<file path="src/sync_rx_map.vh">
// Register offsets, field positions, reset values and timing factors of the receiver.
`ifndef SYNC_RX_MAP_VH
`define SYNC_RX_MAP_VH

// ============================================================
// Register offsets on the plain register port.
`define OFS_RX_CTRL_STATUS 3'h0
`define OFS_RX_DATA 3'h1
`define OFS_TX_CTRL_STATUS 3'h2
`define OFS_BAUD_DIVIDER 3'h3
`define OFS_PERIPH_FLAGS 3'h4
`define OFS_PERIPH_ENABLES 3'h5
`define OFS_PERIPH_PRIOS 3'h6
`define OFS_CORE_IRQ_CTRL 3'h7

// ============================================================
// Fields of receive_control_status.
`define BIT_SERIAL_PORT_ENABLE 7
`define BIT_NINE_BIT_RECEIVE_SELECT 6
`define BIT_SINGLE_RECEIVE_ENABLE 5
`define BIT_CONTINUOUS_RECEIVE_ENABLE 4
`define BIT_ADDRESS_DETECT_ENABLE 3
`define BIT_FRAMING_ERROR_FLAG 2
`define BIT_OVERRUN_ERROR_FLAG 1
`define BIT_RECEIVED_NINTH_BIT 0

// ============================================================
// Fields of transmit_control_status and of the interrupt registers.
`define BIT_CLOCK_SOURCE_MASTER 7
`define BIT_SYNC_MODE_SELECT 4
`define BIT_SHIFT_REGISTER_EMPTY 1
`define BIT_RECEIVE_IRQ 5

// ============================================================
// Reset values.
`define RST_BYTE 8'h00
`define RST_TX_CTRL_STATUS 8'h02

// ============================================================
// Shift clock period is this many oscillator cycles per divider step.
`define SYNC_CLK_FACTOR 10'h004
`endif

</file>
<file path="src/rx_shifter.v">
// Receive shift register: LSB first, eight or nine bits per word.
`timescale 1ns/1ns

module rx_shifter #(
   parameter WORD_BITS = 9
) (
   input wire clock_in, // System oscillator.
   input wire rst_in, // Synchronous reset, active high.
   input wire clear_in, // Drops a partial word.
   input wire sample_in, // Take one bit now.
   input wire bit_in, // Data line level.
   input wire nine_in, // Nine bits per word when high.
   output wire [WORD_BITS-1:0] word_out, // Assembled word.
   output reg done_out, // One-cycle pulse after the last bit.
   output wire busy_out // A word is partly received.
);

   reg [WORD_BITS-1:0] shift;
   reg [3:0] count;
   wire [3:0] last;
   genvar i;

   assign last = nine_in ? 4'h8 : 4'h7;
   assign busy_out = (count != 4'h0);
   assign word_out = nine_in ? shift : {1'b0, shift[WORD_BITS-2:0]};

   // ============================================================
   // One shift stage per bit; the top stage in use takes the line.
   generate
      for (i = 0; i < WORD_BITS; i = i + 1)
      begin : g_stage
         always @(posedge clock_in)
         begin
            if (rst_in)
               shift[i] <= 1'b0;
            else if (sample_in)
            begin
               if (i == WORD_BITS - 1)
                  shift[i] <= bit_in;
               else if (i == WORD_BITS - 2 && !nine_in)
                  shift[i] <= bit_in;
               else
                  shift[i] <= shift[(i + 1) % WORD_BITS];
            end
         end
      end
   endgenerate

   // Bit counter and word-complete pulse.
   always @(posedge clock_in)
   begin
      if (rst_in || clear_in)
      begin
         count <= 4'h0;
         done_out <= 1'b0;
      end
      else if (sample_in)
      begin
         done_out <= (count == last);
         count <= (count == last) ? 4'h0 : count + 4'h1;
      end
      else
         done_out <= 1'b0;
   end

endmodule // rx_shifter

</file>
<file path="src/shift_clock_gen.v">
// Shift clock generator: oscillator/(4*(n+1)) with a falling-edge sample pulse.
`timescale 1ns/1ns
`include "sync_rx_map.vh"

module shift_clock_gen #(
   parameter DIV_WIDTH = 8
) (
   input wire clock_in, // System oscillator.
   input wire rst_in, // Synchronous reset, active high.
   input wire run_in, // Clock runs while high, idles low otherwise.
   input wire [DIV_WIDTH-1:0] divider_in, // Divider value n.
   output reg level_out, // Shift clock level.
   output reg fall_out // One-cycle pulse as the clock falls.
);

   reg [DIV_WIDTH+1:0] count;
   wire [DIV_WIDTH+1:0] half_period;

   // Half a period is 2*(n+1) oscillator cycles.
   assign half_period = {2'b00, divider_in} + {{DIV_WIDTH{1'b0}}, 2'b01}
                        + {2'b00, divider_in} + {{DIV_WIDTH{1'b0}}, 2'b01};

   // ============================================================
   // Divider.
   // divider rate
   always @(posedge clock_in)
   begin
      if (rst_in || !run_in)
      begin
         count <= {(DIV_WIDTH+2){1'b0}};
         level_out <= 1'b0;
         fall_out <= 1'b0;
      end
      else if (count == half_period - {{(DIV_WIDTH+1){1'b0}}, 1'b1})
      begin
         count <= {(DIV_WIDTH+2){1'b0}};
         level_out <= ~level_out;
         fall_out <= level_out;
      end
      else
      begin
         count <= count + {{(DIV_WIDTH+1){1'b0}}, 1'b1};
         fall_out <= 1'b0;
      end
   end

endmodule // shift_clock_gen

</file>
<file path="src/sync_serial_master_receiver.v">
// Synchronous master receive path with register port and interrupt.
`timescale 1ns/1ns
`include "sync_rx_map.vh"

module sync_serial_master_receiver #(
   parameter DIV_WIDTH = 8,
   parameter WORD_BITS = 9
) (
   input wire clock_in, // System oscillator, 100 MHz.
   input wire rst_in, // Synchronous reset, active high.
   input wire [2:0] addr_in, // Register address.
   input wire [7:0] wdata_in, // Write data.
   input wire write_in, // Write strobe, one cycle.
   input wire read_in, // Read strobe, one cycle.
   output reg [7:0] rdata_out, // Read data, valid the cycle after a read.
   input wire serial_data_pin_in, // Data line from the slave.
   output wire shift_clock_out, // Shift clock level.
   output reg shift_clock_oe_out, // Shift clock drive enable.
   output reg irq_out // Interrupt request, level, active high.
);

   // ============================================================
   // Register map, one byte each on the plain port.
   // receive_control_status: port enable, nine-bit select, single and continuous
   // enables, address detect (stored only), then framing error, overrun error and
   // the ninth bit of the visible word, these three read only.
   // receive_data: low eight bits of the visible word, read only.
   // transmit_control_status: clock source and sync select; the shift register
   // empty bit always reads one and bit 3 reads zero, the rest are stored.
   // baud_divider: the divider value n of the shift clock.
   // peripheral_flags_one: the receive flag, cleared by writing a one to it while no word waits in the second slot.
   // peripheral_enables_one: the receive interrupt enable in the same position.
   // The priority and core interrupt registers are stored and read back only,
   // since nothing in this block consumes them.

   // ============================================================
   // Software registers.
   reg serial_port_enable;
   reg nine_bit_receive_select;
   reg single_receive_enable;
   reg continuous_receive_enable;
   reg address_detect_enable;
   reg framing_error_flag;
   reg overrun_error_flag;
   reg clock_source_master;
   reg sync_mode_select;
   reg [7:0] tx_spare;
   reg [DIV_WIDTH-1:0] baud_divider;
   reg [7:0] peripheral_enables_one;
   reg [7:0] peripheral_priorities_one;
   reg [7:0] core_interrupt_control;

   // ============================================================
   // Two-word receive buffer: the visible word and one waiting behind it.
   reg [WORD_BITS-1:0] receive_data;
   reg [WORD_BITS-1:0] waiting_word;
   reg waiting_full;
   reg receive_irq_flag;

   reg active;
   reg [7:0] next_rdata;

   wire word_done;
   wire [WORD_BITS-1:0] word;
   wire sample;
   wire shifter_busy;
   wire master_sync;
   wire want_receive;
   wire write_ctrl;
   wire read_data;
   wire clear_continuous_receive_enable;
   wire irq_flag_clear;
   wire [7:0] rx_ctrl_status;
   wire [7:0] tx_ctrl_status;
   wire [7:0] peripheral_flags_one;

   assign write_ctrl = write_in && (addr_in == `OFS_RX_CTRL_STATUS);
   assign read_data = read_in && (addr_in == `OFS_RX_DATA);
   assign clear_continuous_receive_enable = write_ctrl && !wdata_in[`BIT_CONTINUOUS_RECEIVE_ENABLE];
   assign irq_flag_clear = write_in && (addr_in == `OFS_PERIPH_FLAGS)
                           && wdata_in[`BIT_RECEIVE_IRQ];

   // Master synchronous operation needs all three mode bits.
   // Without them the enables are only stored, so software may set up the
   // registers in any order and nothing moves before the last step.
   assign master_sync = serial_port_enable && sync_mode_select && clock_source_master;
   assign want_receive = master_sync && (single_receive_enable || continuous_receive_enable);

   // ============================================================
   // Shift clock and shift register.
   // The generator is held in reset while reception is idle, so the first word
   // of each reception starts on a fresh low phase of the shift clock.
   shift_clock_gen #(
      .DIV_WIDTH(DIV_WIDTH)
   ) u_clock (
      .clock_in(clock_in),
      .rst_in(rst_in),
      .run_in(active),
      .divider_in(baud_divider),
      .level_out(shift_clock_out),
      .fall_out(sample)
   );

   rx_shifter #(
      .WORD_BITS(WORD_BITS)
   ) u_shift (
      .clock_in(clock_in),
      .rst_in(rst_in),
      .clear_in(!active),
      .sample_in(sample),
      .bit_in(serial_data_pin_in),
      .nine_in(nine_bit_receive_select),
      .word_out(word),
      .done_out(word_done),
      .busy_out(shifter_busy)
   );

   // ============================================================
   // Reception activity. An overrun stops reception until it is cleared, since
   // further words would have nowhere to go.
   // Timing: active follows the enabling write by one cycle, the pin drive
   // follows active by one more, and the first bit is taken one cycle after the
   // first falling edge of the shift clock, about 4*(n+1) cycles after active.
   always @(posedge clock_in)
   begin
      if (rst_in)
         active <= 1'b0;
      else
         active <= want_receive && !overrun_error_flag
                   && !(word_done && !continuous_receive_enable);
   end

   always @(posedge clock_in)
   begin
      if (rst_in)
         shift_clock_oe_out <= 1'b0;
      else
         shift_clock_oe_out <= active;
   end

   // ============================================================
   // Receive control/status register. Software writes the control bits; the
   // error bits are set by hardware and cleared by a write with the continuous enable at zero; the ninth bit follows the received word.
   always @(posedge clock_in)
   begin
      if (rst_in)
      begin
         serial_port_enable <= 1'b0;
         nine_bit_receive_select <= 1'b0;
         single_receive_enable <= 1'b0;
         continuous_receive_enable <= 1'b0;
         address_detect_enable <= 1'b0;
      end
      else if (write_ctrl)
      begin
         serial_port_enable <= wdata_in[`BIT_SERIAL_PORT_ENABLE];
         nine_bit_receive_select <= wdata_in[`BIT_NINE_BIT_RECEIVE_SELECT];
         single_receive_enable <= wdata_in[`BIT_SINGLE_RECEIVE_ENABLE];
         continuous_receive_enable <= wdata_in[`BIT_CONTINUOUS_RECEIVE_ENABLE];
         address_detect_enable <= wdata_in[`BIT_ADDRESS_DETECT_ENABLE];
      end
      else if (word_done && !continuous_receive_enable)
         single_receive_enable <= 1'b0;
   end

   // Framing error: reception was switched off with a word half shifted in.
   // The partial word is thrown away; only the flag tells software of it.
   always @(posedge clock_in)
   begin
      if (rst_in)
         framing_error_flag <= 1'b0;
      else if (shifter_busy && active && !want_receive)
         framing_error_flag <= 1'b1;
      else if (clear_continuous_receive_enable)
         framing_error_flag <= 1'b0;
   end

   // Overrun: a word completes while both buffer slots are full. The new
   // word is lost; the set beats a simultaneous clear.
   always @(posedge clock_in)
   begin
      if (rst_in)
         overrun_error_flag <= 1'b0;
      else if (word_done && receive_irq_flag && waiting_full && !read_data)
         overrun_error_flag <= 1'b1;
      else if (clear_continuous_receive_enable)
         overrun_error_flag <= 1'b0;
   end

   // ============================================================
   // Receive buffer and receive flag.
   // The visible word stays put while its flag is set, so it never changes
   // under a pending read. A word that arrives meanwhile waits in the second
   // slot, and a read in the cycle of a completed word moves both slots along
   // rather than dropping either one.
   // back to back words
   always @(posedge clock_in)
   begin
      if (rst_in)
      begin
         receive_data <= {WORD_BITS{1'b0}};
         waiting_word <= {WORD_BITS{1'b0}};
         waiting_full <= 1'b0;
         receive_irq_flag <= 1'b0;
      end
      else
      begin
         if (word_done && (!receive_irq_flag || (read_data && !waiting_full)))
         begin
            receive_data <= word;
            receive_irq_flag <= 1'b1;
         end
         else if (word_done && read_data && waiting_full)
         begin
            receive_data <= waiting_word;
            waiting_word <= word;
         end
         else if (word_done && !waiting_full)
         begin
            waiting_word <= word;
            waiting_full <= 1'b1;
         end
         else if (read_data && waiting_full)
         begin
            receive_data <= waiting_word;
            waiting_full <= 1'b0;
         end
         else if (read_data || (irq_flag_clear && !waiting_full))
            receive_irq_flag <= 1'b0;
      end
   end

   // ============================================================
   // Other writable registers.
   // The divider may be written at any time; a change mid-word bends the bit
   // in progress, so software should change it only while reception is idle.
   always @(posedge clock_in)
   begin
      if (rst_in)
      begin
         clock_source_master <= 1'b0;
         sync_mode_select <= 1'b0;
         tx_spare <= `RST_TX_CTRL_STATUS;
         baud_divider <= {DIV_WIDTH{1'b0}};
         peripheral_enables_one <= `RST_BYTE;
         peripheral_priorities_one <= `RST_BYTE;
         core_interrupt_control <= `RST_BYTE;
      end
      else if (write_in)
      begin
         case (addr_in)
            `OFS_TX_CTRL_STATUS:
            begin
               clock_source_master <= wdata_in[`BIT_CLOCK_SOURCE_MASTER];
               sync_mode_select <= wdata_in[`BIT_SYNC_MODE_SELECT];
               tx_spare <= wdata_in;
            end
            `OFS_BAUD_DIVIDER: baud_divider <= wdata_in[DIV_WIDTH-1:0];
            `OFS_PERIPH_ENABLES: peripheral_enables_one <= wdata_in;
            `OFS_PERIPH_PRIOS: peripheral_priorities_one <= wdata_in;
            `OFS_CORE_IRQ_CTRL: core_interrupt_control <= wdata_in;
            default: tx_spare <= tx_spare;
         endcase
      end
   end

   // ============================================================
   // Read views.
   // ninth bit readback
   assign rx_ctrl_status = {serial_port_enable, nine_bit_receive_select,
                            single_receive_enable, continuous_receive_enable,
                            address_detect_enable, framing_error_flag,
                            overrun_error_flag, receive_data[WORD_BITS-1]};
   // The receive path never transmits, so the shift register always reads empty.
   assign tx_ctrl_status = {clock_source_master, tx_spare[6:5], sync_mode_select,
                            1'b0, tx_spare[2], 1'b1, tx_spare[0]};
   assign peripheral_flags_one = {2'b00, receive_irq_flag, 5'b00000};

   // Read mux; unmapped bits read as zero.
   // Decoding on the address alone keeps the mux small; the strobe only gates
   // the output register below.
   always @*
   begin
      next_rdata = `RST_BYTE;
      case (addr_in)
         `OFS_RX_CTRL_STATUS: next_rdata = rx_ctrl_status;
         `OFS_RX_DATA: next_rdata = receive_data[7:0];
         `OFS_TX_CTRL_STATUS: next_rdata = tx_ctrl_status;
         `OFS_BAUD_DIVIDER: next_rdata = baud_divider;
         `OFS_PERIPH_FLAGS: next_rdata = peripheral_flags_one;
         `OFS_PERIPH_ENABLES: next_rdata = peripheral_enables_one;
         `OFS_PERIPH_PRIOS: next_rdata = peripheral_priorities_one;
         `OFS_CORE_IRQ_CTRL: next_rdata = core_interrupt_control;
         default: next_rdata = `RST_BYTE;
      endcase
   end

   // Read data stands only in the cycle after the strobe.
   // Zero between answers lets the port share a bus with others by a plain OR.
   always @(posedge clock_in)
   begin
      if (rst_in || !read_in)
         rdata_out <= `RST_BYTE;
      else
         rdata_out <= next_rdata;
   end

   // ============================================================
   // Interrupt: flag gated by its enable.
   // The request is registered, so it trails the flag and the enable by one
   // cycle; after a clearing read it may stand for one more cycle.
   // enable gates request
   always @(posedge clock_in)
   begin
      if (rst_in)
         irq_out <= 1'b0;
      else
         irq_out <= |(peripheral_flags_one & peripheral_enables_one);
   end

endmodule // sync_serial_master_receiver

</file>
<file path="config.mk">
export PLATFORM = sky130hd
export DESIGN_NAME = sync_serial_master_receiver
export DESIGN_NICKNAME = d
export VERILOG_FILES = /design/src/rx_shifter.v /design/src/shift_clock_gen.v /design/src/sync_serial_master_receiver.v
export VERILOG_INCLUDE_DIRS = /design/src
export SDC_FILE = /design/constraint.sdc
export NUM_CORES = 1
export LEC_CHECK = 0
export ABC_CLOCK_PERIOD_IN_PS = 3250
export CAP_MARGIN = 15
export CORE_ASPECT_RATIO = 1.25
export CORE_MARGIN = 2
export CORE_UTILIZATION = 30
export DETAILED_ROUTE_END_ITERATION = 12
export DONT_BUFFER_PORTS = 1
export SLEW_MARGIN = 20
export SYNTH_ARGS = -nofsm -noshare
export SYNTH_HDL_FRONTEND = slang
export SYNTH_SLANG_ARGS = --single-unit
</file>
<file path="constraint.sdc">
create_clock -name clock_in -period 3.25 [get_ports clock_in]
set_input_delay 0.4875 -clock clock_in [delete_from_list [all_inputs] [get_ports clock_in]]
set_output_delay 0.4875 -clock clock_in [all_outputs]
set_load 0.005 [all_outputs]
</file>
; Word-level counts from Yosys, hierarchy flattened
; Index checks and enable logic that the tools add are counted.
[word_totals]
regBits = 105
latch_bits = 0
ram_bits = 0
romBits = 0
inputBits = 16
output_inout_bits = 11
word_cells = 144
memories = 0
[op_classes]
addsub = 6
n_mul = 0
div = 0
n_lt_le_gt_ge = 0
eq_ne = 13
n_shift = 0
mux = 23
n_bitwise = 6
n_reduce_logical = 60
[op_table]
columns = operator, n
row1 = $pmux 8 s8, 1
row2 = $mux 9, 7
row3 = $logic_and 1x1->1, 23
row4 = $add 10x1->10 const B, 2
row5 = $reduce_and 2->1, 7
row6 = $mux 1, 13
row7 = $eq 3x3->1 const B, 4
row8 = $reduce_bool 2->1, 6
row9 = $add 10x8->10, 1
row10 = $eq 10x10->1, 1
row11 = $logic_not 1->1, 10
row12 = $sub 10x1->10 const B, 1
row13 = $add 8x1->9 const B, 1
row14 = $and 6x8->8, 1
row15 = $mux 4, 2
row16 = $reduce_or 8->1, 1
row17 = $eq 3x2->1 const B, 2
row18 = $ne 2x2->1 const B, 3
row19 = $reduce_or 2->1, 3
row20 = $logic_or 1x1->1, 5
row21 = $not 1->1, 5
row22 = $add 4x1->4 const B, 1
row23 = $eq 4x4->1, 1
row24 = $reduce_and 4->1, 1
row25 = 6 further kinds, 6

; Longest topological paths before layout
; Gate-level depths: netlist (run 1).
[depth]
depth_word = 10
mapped_depth = 11
ltp_nobuf = 11

; Hierarchy
; Synthesis (run 1) repeated with hierarchy kept, for this count alone.
[unflattened]
hier_cells = 554
area_unflattened_um2 = 4825.9
[by_module_without_submodules]
columns = mod, n_inst, cells_each, area_each_um2, seq_area_each_um2
row1 = sync_serial_master_receiver, 1, 423, 3594.7, 1521.5
row2 = rx_shifter, 1, 68, 653.1, 280.3
row3 = shift_clock_gen, 1, 63, 578.1, 240.2

; Worst setup path before layout (run 1)
; OpenSTA, ideal clock, no wires.
[synth_path]
path_type = reg2reg
start = register baud_divider[1]
end = register u_clock.level_out
setup_time_ns = 0.070
t_arrival_ns = 2.843
required_ns = 3.180
slack_ns = 0.337
path_stages_with_launch = 12
n_path_buf = 0
period_less_slack_ns = 2.913
path_cell_list = dfxtp_1 -> ha_1 -> nand3_1 -> or2_2 -> ha_1 -> xor2_1 -> or2_2 -> a211o_1 -> a31oi_1 -> o21ai_0 -> or3_1 -> a21oi_1
[synth_between]
elab_chain_len = 5
[synth_rtl]
columns = element, line
row1 = "start, declared", sync_serial_master_receiver.v:48  ; reg [DIV_WIDTH-1:0] baud_divider;
row2 = "start signal, assigned", sync_serial_master_receiver.v:244  ; baud_divider <= {DIV_WIDTH{1'b0}};
row3 = "start signal, assigned", sync_serial_master_receiver.v:258  ; `OFS_BAUD_DIVIDER: baud_divider <= wdata_in[DIV_WIDTH-1:0];
row4 = $add 8x1->9, shift_clock_gen.v:20  ; assign half_period = {2'b00, divider_in} + {{DIV_WIDTH{1'b0}}, 2'b01}
row5 = $add 10x8->10 *, shift_clock_gen.v:21  ; + {2'b00, divider_in} + {{DIV_WIDTH{1'b0}}, 2'b01};
row6 = $add 10x1->10 *, shift_clock_gen.v:21
row7 = $sub 10x1->10 *, shift_clock_gen.v:34  ; else if (count == half_period - {{(DIV_WIDTH+1){1'b0}}, 1'b1})
row8 = $eq 10x10->1 *, shift_clock_gen.v:34
row9 = "end signal, assigned", shift_clock_gen.v:37  ; level_out <= ~level_out;
row10 = "end, declared", shift_clock_gen.v:12  ; output reg level_out,
; Every way passes the cells marked *; elsewhere a longest branch is shown, timed or not.
; A chain may end at the register's enable or synchronous reset.

; Worst setup path in the final report (run 1)
[layout_path]
start = register baud_divider[0]
end = register u_clock.count[4]
[layout_between]
elab_chain_len = 6
[layout_rtl]
columns = element, line
row1 = $add 8x1->9, shift_clock_gen.v:20
row2 = $add 10x8->10 *, shift_clock_gen.v:21
row3 = $add 10x1->10 *, shift_clock_gen.v:21
row4 = $sub 10x1->10 *, shift_clock_gen.v:34
row5 = $eq 10x10->1 *, shift_clock_gen.v:34
row6 = $reduce_or 2->1 (no line) *, --
row7 = "end signal, assigned", shift_clock_gen.v:30  ; count <= {(DIV_WIDTH+2){1'b0}};
row8 = "end signal, assigned", shift_clock_gen.v:36  ; count <= {(DIV_WIDTH+2){1'b0}};
row9 = "end signal, assigned", shift_clock_gen.v:42  ; count <= count + {{(DIV_WIDTH+1){1'b0}}, 1'b1};
row10 = "end, declared", shift_clock_gen.v:16  ; reg [DIV_WIDTH+1:0] count;
; Marks and branches as above.

==> results of run 1 <==
area by class of cell:
cell class,instances,area share
well taps,212,0.05014
clock buffers,13,0.05109
flip-flops and latches,102,0.3865
repair buffers,3,0.004257
clock inverters,3,0.003311
multi-input cells,428,0.4948
inverters,14,0.009934
power breakdown:
part | internal (uW) | switching (uW)
Sequential | 1260 | 10.8
Combinational | 36.6 | 53.3
Clock | 580 | 467
routing by layer:
metal  global-route usage  part of all wire  vias up
met1               0.1797              0.44     1863
met5                    0                 0        -
met4              0.07059             0.032        0
li1                     -                 -     1953
met2               0.2382              0.49       83
met3              0.02666             0.039       19
registers in the layout, indices dropped and copies added (netlist names), 4 cells and up:
name	cells
peripheral_priorities_one	8
peripheral_enables_one	8
waiting_word	9
tx_spare	5
receive_data	9
rdata_out	8
baud_divider	8
u_shift.count	4
u_shift.shift	9
core_interrupt_control	8
u_clock.count	10
logic make-up after synthesis:
logic type               count (synthesis)  synth area share
AND/OR/NAND/NOR                        227            0.2085
buffers and inverters                   40           0.03157
adder cells (fa/ha/maj)                 11           0.02870
flip-flops                             102            0.4258
XOR/XNOR                                29           0.05661
AO/OA/AOI/OAI                          113            0.1432
multiplexers                            48            0.1057
metrics by stage:
| stage | setup WS [ns] | hold WS (ns) | power, uW | cells | util |
|---|---|---|---|---|---|
| after floorplan | 0.3374 | 0.4118 | 1392 | 570 | - |
| after global placement | 0.1884 | 0.4332 | 1390 | 758 | 0.3184 |
| after detailed placement | 0.07104 | 0.4397 | 1391 | 758 | 0.3184 |
| after CTS | 0.05345 | 0.1903 | 2432 | 774 | 0.3368 |
| after global routing | 0.005906 | 0.1915 | 2498 | 775 | 0.3384 |
| final | 0.2230 | 0.2049 | 2412 | 775 | 0.3384 |
layout by cell type (no fill, tap or decap), types with 3 or more instances in the layout:
master / synthesis / layout
a211oi_1: 10 / 9
a21oi_1: 50 / 50
a221oi_1: 3 / 3
a32oi_1: 3 / 3
and3_1: 5 / 5
buf_4: 0 / 3
clkbuf_16: 0 / 9
clkbuf_8: 0 / 3
dfxtp_1: 102 / 100
ha_1: 11 / 10
inv_1: 14 / 14
mux2i_1: 45 / 45
nand2_1: 88 / 88
nand2b_1: 3 / 3
nand3_1: 23 / 23
nand4_1: 7 / 7
nor2_1: 74 / 74
nor2b_1: 6 / 6
nor3_1: 4 / 4
o21ai_0: 28 / 27
or2_2: 4 / 4
or3_1: 4 / 4
xnor2_1: 10 / 10
xor2_1: 18 / 17
worst min-delay path by stage:
stage / slack [ns] / end / cells after the start / from
2_1_floorplan: 0.41 / active / 1 / overrun_error_flag
3_3_place_gp: 0.43 / peripheral_priorities_one[4] / 2 / peripheral_priorities_one[4]
3_5_place_dp: 0.44 / core_interrupt_control[6] / 2 / core_interrupt_control[6]
4_1_cts: 0.19 / core_interrupt_control[7] / 1 / rst_in
5_1_grt: 0.19 / continuous_receive_enable / 1 / rst_in
6_report: 0.20 / framing_error_flag / 1 / rst_in
what timing repair did:
item / CTS / global route
hold buffers: 0 / 0
gates resized for setup: 0 / 6
buffers inserted: 0 / 1
setup endpoints to repair: 0 / 11
==> key figures, run 1 <==
Synth
  – Synth cell count leaders: dfxtp_1, nand2_1, nor2_1, a21oi_1, mux2i_1
  – Synth top area share: 0.4258
  – EDFF count, synth: 0
  – Synth Cell Area: 4796 um^2
  – Post-Syn Area per Cell: 8.414 um^2
  – Mapped Nets: 597
  – Most common cell in the netlist: dfxtp_1
  – Synth async-reset ratio: 0
  – Post-synth top area cell: dfxtp_1
  – Top FF cell, synth: dfxtp_1
  – Synth cell types: 48
  – Synth warn: 0
  – Post-Synthesis Cells: 570
  – Post-synthesis register bit count: 102
  – Area contributors post-synth: dfxtp_1, mux2i_1, nand2_1, nor2_1, a21oi_1
  – Sequential share of the synthesized area: 0.4258

Setup path
  – WP data arrival: 3.31 ns
  – Worst r2r src: baud_divider[0]
  – CP Buf/Inv Count: 1
  – Reg2reg path depth: 12
  – Critical Path Start: baud_divider[0]
  – Setup crit end kind: flop
  – Crit-path cells: ha_2, nand3_1, or2_2, ha_1, xor2_2, or2_2, a211o_1, and4_1, o21ai_1, o21ai_2, buf_4, nor2_1
  – Worst reg2reg setup slack: 0.22 ns
  – Crit path max fanout: 10
  – Crit-path max cell delay: 0.41 ns
  – CP max-delay cell: dfxtp_1
  – Critical Path RT: 3.54 ns
  – CP Launch Type: flop
  – Critical path endpoint: u_clock.count[4]
  – Critical Path Stages: 12
  – Reg2reg end: u_clock.count[4]
  – Most used cell, CP: or2_2
  – Crit path kind: flop to flop
  – Top Family by Delay on Critical Path: simple AND/OR/NAND/NOR gates

Detailed routing
  – Final antenna-violating net count: 0
  – Total number of vias: 3918
  – Per-cell routed wire length: 15.41 um
  – Detailed-router iteration count before antenna repair: 6
  – Final WL: 11940 um
  – Drt drc: 0
  – Post-DR vias/cell: 5.055
  – DRT iter0 DRCs: 317

Clock tree
  – H-tree depth: 3
  – Later-pin clock latency in the skew report: 0.35 ns
  – Max clock buf depth: 2
  – CTS Sinks: 102
  – CTS tree: yes
  – TritonCTS buffer count: 9
  – CTS Root Cell: clkbuf_16
  – Clk slew on worst S/H paths: 0.07 ns

Final layout
  – Fillers: 1635
  – Nets: 585
  – Share of cells above drive strength 1: 0.06927
  – FF+latch area: 2044 um^2
  – Post-route cell area: 5290 um^2
  – Synthesis-to-layout area growth: 10.31%
  – Multi-input gate area: 2618 um^2
  – Diode count: 0

Floorplan
  – Rows: 51
  – Initial core utilization: 0.3068
  – Die area: 17020 um^2
  – Die width: 117.1 um
  – Vert. Die Dim: 145.4 um
  – Ports: 27
  – Core Box Area: 15630 um^2

Global route
  – Initial antenna violation count: 0
  – Vias in the first global route: 3696
  – Total track usage: 0.1448
  – Largest net degree at the start of global routing: 79
  – GR Overflow Total: 0
  – First-pass GRT wire length: 19400 um

Pwr
  – P_leak: 0.001914 uW
  – VDD IR max: 0.2518 mV
  – Pwr per Cell Area: 455.9 nW/um^2

Place
  – Port Buffers: 0
  – Post-DP Area: 4977 um^2
  – Post-DP HPWL: 8424 um
  – Final Wtd Congestion: 0.8545

Flow run
  – Max Cap Viol: 0

Timing
  – Worst rel slew slack: 0.3316
  – Clk_skew: 0.005234 ns
  – Tmin final: 3.027 ns
  – RSZ-0062 raised after global routing: false
  – Final Slew Violations: 0
  – Setup violations, final: 0
  – Fmax: 330.4 MHz
  – Hold Fails Final Rpt: 0
  – Final period utilization: 0.9314
  – Worst-Margin Slew: 0.9949 ns
  – Sum Neg Setup Slack: 0 ns

Worst hold path
  – Min-Delay Path Class: input pin to flop

Status
  – Status: complete, no violations
No activity file was read; power rests on OpenSTA's default activity.
==> run 2, diff against run 1 <==
--- a/config.mk
+++ b/config.mk
@@ -13,6 +13,7 @@
 export CORE_UTILIZATION = 30
 export DETAILED_ROUTE_END_ITERATION = 12
 export DONT_BUFFER_PORTS = 1
+export PLACE_DENSITY = 0.52
 export SLEW_MARGIN = 20
 export SYNTH_ARGS = -nofsm -noshare
 export SYNTH_HDL_FRONTEND = slang
==> key figures, run 2 (synthesis gave the netlist of run 1 again) <==
Status
  – Status: complete, no violations

Timing
  – Clk_skew: 0.008445 ns
  – Worst rel slew slack: 0.3604
  – Final worst slack: 0.2091 ns
  – Sum Neg Setup Slack: 0 ns
  – Worst-Margin Slew: 0.9558 ns
  – WHS: 0.2062 ns
  – RSZ-0062 raised after global routing: false
  – Hold Fails Final Rpt: 0
  – Setup violations, final: 0
  – Tmin final: 3.041 ns
  – Fmax: 328.9 MHz
  – Final period utilization: 0.9356
  – Final Slew Violations: 0

Final layout
  – Commonest non-fill, non-tap cells in the layout: dfxtp_1, nand2_1, nor2_1
  – Diode count: 0
  – Max FFs per register: 10
  – Synthesis-to-layout area growth: 10.44%
  – Largest Register: u_clock.count
  – Commonest non-fill, non-tap cell in the layout: dfxtp_1
  – Nets: 586
  – Share of cells above drive strength 1: 0.07092

Setup path
  – Crit path max fanout: 5
  – Worst reg2reg setup slack: 0.21 ns
  – Critical Path RT: 3.54 ns
  – Reg2reg path depth: 9
  – Critical Path Stages: 9
  – Crit-path cells: ha_1, nand3_1, ha_1, or4_4, a211o_1, a221oi_2, o211ai_2, or3_1, a21oi_1
  – Most used cell, CP: ha_1
  – Top Family by Delay on Critical Path: simple AND/OR/NAND/NOR gates
  – CP Launch Type: flop
  – WP data arrival: 3.33 ns
  – CP Buf/Inv Count: 0
  – Crit-path max cell delay: 0.54 ns
  – CP max-delay cell: or4_4
  – Setup crit end kind: flop
  – Crit path kind: flop to flop

Pwr
  – P_leak: 0.001928 uW
  – Pwr per Cell Area: 459.1 nW/um^2
  – VDD IR max: 0.2523 mV

Global route
  – First-pass GRT wire length: 20760 um
  – Vias in the first global route: 3858
  – Total track usage: 0.1583
  – Initial antenna violation count: 0
  – Largest net degree at the start of global routing: 79
  – GR Overflow Total: 0

Floorplan
  – Vert. Die Dim: 145.4 um
  – Ports: 27
  – Die width: 117.1 um
  – Rows: 51
  – Initial core utilization: 0.3068
  – Core Box Area: 15630 um^2
  – Die area: 17020 um^2

Detailed routing
  – Post-DR vias/cell: 5.120
  – DRT met1 WL: 5451 um
  – Drt drc: 0
  – Metal3 WL: 540 um
  – Routed met2 length: 6274 um
  – Total number of vias: 3973
  – Per-cell routed wire length: 16.44 um
  – Final WL: 12760 um
  – Final antenna-violating net count: 0
  – Detailed-router iteration count before antenna repair: 4
  – Max Used Layer: met4
  – DRT iter0 DRCs: 335

Flow run
  – Max Cap Viol: 0

Place
  – Place WS: 0.05345 ns
  – Port Buffers: 0
  – Final Wtd Congestion: 0.8345
  – Post-DP HPWL: 9184 um

Clock tree
  – H-tree depth: 3
  – CTS Sinks: 102
  – CTS tree: yes
  – CTS Root Cell: clkbuf_16
  – Max clock buf depth: 2
  – Clk slew on worst S/H paths: 0.07 ns
  – TritonCTS buffer count: 9
  – Later-pin clock latency in the skew report: 0.36 ns
  – Hold_buf cts: 0

Worst hold path
  – Min-Delay Path Class: input pin to flop
  – Min-Delay Path Depth: 1
-- run 2: cell types whose count changed in the layout (fill, tap and decap cells not counted) --
cell | before | now
buf_4 | 3 | 4
clkbuf_1 | 1 | 0
clkbuf_8 | 3 | 2
clkinv_2 | 2 | 1
clkinv_4 | 0 | 1
clkinvlp_4 | 1 | 0
ha_1 | 10 | 11
ha_2 | 1 | 0
inv_6 | 0 | 3
o21ai_1 | 1 | 0
o21ai_2 | 1 | 2
xor2_1 | 17 | 18
xor2_2 | 1 | 0
-- run 2: routing by layer --
metal	GRT usage	vias up
met1	0.1948	1909
met2	0.2509	80
met4	0.08706	0
met3	0.03873	28
met5	0	-
li1	-	1956
-- run 2: cell type report --
cell class | count | area (um^2)
fill | 1648 | 10340
multi-input combinational | 428 | 2611
sequential | 102 | 2044
tap | 212 | 265.3
clock buffer | 11 | 252.7
inverter | 14 | 52.55
clock inverter | 5 | 40.04
timing repair buffer | 4 | 30.03
-- run 2: worst paths after layout --
| kind | from | endpoint |
|---|---|---|
| max reg2reg | baud_divider[0] | u_clock.level_out |
| max | baud_divider[0] | u_clock.level_out |
| min | rst_in | framing_error_flag |
| min reg2reg | peripheral_priorities_one[3] | peripheral_priorities_one[3] |
-- run 2: timing repair --
action | CTS | global route
setup endpoints to repair | 0 | 11
setup buffers | 0 | 1
gates resized for setup | 0 | 5
-- run 2: where the power goes --
part	internal [uW]	switching (uW)	leakage (uW)	total (uW)
logic	37.1	54.6	0.000956	91.7
registers	1260	11.1	0.000824	1270
clock network	570	496	0.000147	1070
total	1870	562	0.00193	2430
-- run 2: per-stage QoR --
step | total power (uW) | std cells | utilization | area [um^2]
final | 2432 | 776 | 0.3388 | 5296
after global routing | 2523 | 776 | 0.3388 | 5296
after CTS | 2459 | 775 | 0.3376 | 5278
after detailed placement | 1394 | 759 | 0.3188 | 4985
after global placement | 1392 | 759 | 0.3188 | 4985
after floorplan | 1392 | 570 | - | 4796
==> run 3, diff against run 2 <==
--- a/config.mk
+++ b/config.mk
@@ -8,12 +8,14 @@
 export LEC_CHECK = 0
 export ABC_CLOCK_PERIOD_IN_PS = 3250
 export CAP_MARGIN = 15
+export CELL_PAD_IN_SITES_DETAIL_PLACEMENT = 0
+export CELL_PAD_IN_SITES_GLOBAL_PLACEMENT = 1
 export CORE_ASPECT_RATIO = 1.25
 export CORE_MARGIN = 2
 export CORE_UTILIZATION = 30
 export DETAILED_ROUTE_END_ITERATION = 12
 export DONT_BUFFER_PORTS = 1
-export PLACE_DENSITY = 0.52
+export PLACE_DENSITY = 0.62
 export SLEW_MARGIN = 20
 export SYNTH_ARGS = -nofsm -noshare
 export SYNTH_HDL_FRONTEND = slang
==> key figures, run 3 (synthesis gave the netlist of run 1 again) <==
Timing
  – Fmax: 328.8 MHz
  – Final Slew Violations: 0
  – Final worst slack: 0.2083 ns
  – WHS: 0.2068 ns
  – Clk_skew: 0.006061 ns
  – Hold Fails Final Rpt: 0
  – RSZ-0062 raised after global routing: false
  – Tmin final: 3.042 ns
  – Final period utilization: 0.9359
  – Worst-Margin Slew: 0.8364 ns
  – Setup violations, final: 0
  – Sum Neg Setup Slack: 0 ns
  – Worst rel slew slack: 0.4416

Status
  – Status: complete, no violations

Final layout
  – Commonest non-fill, non-tap cell in the layout: dfxtp_1
  – Share of cells above drive strength 1: 0.07570
  – Largest Register: u_clock.count
  – Nets: 590
  – FF+latch area: 2042 um^2
  – Max FFs per register: 10
  – Commonest non-fill, non-tap cells in the layout: dfxtp_1, nand2_1, nor2_1
  – Diode count: 0
  – Final cell count without fillers: 780
  – Synthesis-to-layout area growth: 11.69%
  – Fillers: 1635
  – Multi-input gate area: 2621 um^2

Setup path
  – WP data arrival: 3.33 ns
  – Crit path kind: flop to flop
  – CP Launch Type: flop
  – CP max-delay cell: or4_4
  – Crit-path max cell delay: 0.44 ns
  – Crit path max fanout: 6
  – Top Family by Delay on Critical Path: simple AND/OR/NAND/NOR gates
  – CP Buf/Inv Count: 1
  – Critical Path RT: 3.54 ns
  – Crit-path cells: and3_2, inv_1, ha_1, xor2_1, or4_4, a211o_1, a221oi_2, o211ai_2, or3_1, a21oi_1
  – Setup crit end kind: flop

Detailed routing
  – Final antenna-violating net count: 0
  – Drt drc: 0
  – DRT iter0 DRCs: 161
  – Per-cell routed wire length: 16.51 um
  – Final WL: 12880 um
  – Post-DR vias/cell: 4.959
  – Total number of vias: 3868
  – Detailed-router iteration count before antenna repair: 4

Worst hold path
  – Min-Delay Path Class: input pin to flop

Pwr
  – P_leak: 0.001952 uW
  – VDD IR max: 0.2620 mV
  – Pwr per Cell Area: 471.4 nW/um^2

Floorplan
  – Vert. Die Dim: 145.4 um
  – Initial core utilization: 0.3068
  – Rows: 51
  – Die width: 117.1 um
  – Die area: 17020 um^2
  – Ports: 27
  – Core Box Area: 15630 um^2

Place
  – Place WS: 0.01702 ns
  – Placed Cells incl. Taps: 763
  – Port Buffers: 0
  – Post-DP HPWL: 9231 um
  – Final Wtd Congestion: 0.7801

Flow run
  – Max Cap Viol: 0

Clock tree
  – Max clock buf depth: 2
  – CTS Root Cell: clkbuf_16
  – H-tree depth: 3
  – Clk slew on worst S/H paths: 0.07 ns
  – Later-pin clock latency in the skew report: 0.35 ns
  – CTS Sinks: 102
  – TritonCTS buffer count: 9
  – CTS tree: yes
  – Hold_buf cts: 0

Global route
  – Largest net degree at the start of global routing: 79
  – GR Overflow Total: 0
  – Initial antenna violation count: 0
  – Vias in the first global route: 3703
  – Total track usage: 0.1564
  – First-pass GRT wire length: 20340 um
[run 3: through the flow]
step / total power [uW] / area (um^2) / util
4_1_cts: 2551 / 5338 / 0.3414
6_report: 2525 / 5356 / 0.3426
3_5_place_dp: 1396 / 5015 / 0.3208
3_3_place_gp: 1396 / 5015 / 0.3208
2_1_floorplan: 1392 / 4796 / -
5_1_grt: 2606 / 5356 / 0.3426
[run 3: layer usage]
metal / global-route usage / part of all wire
met2: 0.2494 / 0.50
met1: 0.1995 / 0.44
met4: 0.07706 / 0.033
met5: 0 / 0
met3: 0.03082 / 0.030
[run 3: layout make-up]
cell class / count / share of cell area
Clock buffer: 10 / 0.04275
Clock inverter: 6 / 0.01612
Inverter: 14 / 0.009811
Multi-Input combinational cell: 428 / 0.4894
Sequential cell: 102 / 0.3812
Tap cell: 212 / 0.04952
Timing Repair Buffer: 8 / 0.01121
[run 3: final timing paths]
path                           startpoint                            to  slack, ns  cells past startpoint
min reg2reg  peripheral_priorities_one[4]  peripheral_priorities_one[4]       0.45                      2
max reg2reg               baud_divider[1]             u_clock.level_out       0.21                     10
max                       baud_divider[1]             u_clock.level_out       0.21                     10
min                                rst_in            framing_error_flag       0.21                      1
[run 3: what timing repair did]
item,CTS,global route
buffers inserted,1,0
pin swaps,1,0
setup endpoints to repair,4,11
resized for setup,1,3
[run 3: worst register-to-register path, cell delays in order, from the launching register on]
cell and delay, ns:
dfxtp_1 0.42, and3_2 0.28, inv_1 0.08, ha_1 0.32, xor2_1 0.18, or4_4 0.44
a211o_1 0.33, a221oi_2 0.27, o211ai_2 0.15, or3_1 0.38, a21oi_1 0.14
[run 3: where the power goes]
part	leakage [uW]	switching, uW	internal (uW)
Clock	0.000152	483	674
Sequential	0.000823	9.53	1260
Combinational	0.000977	57.2	38.5
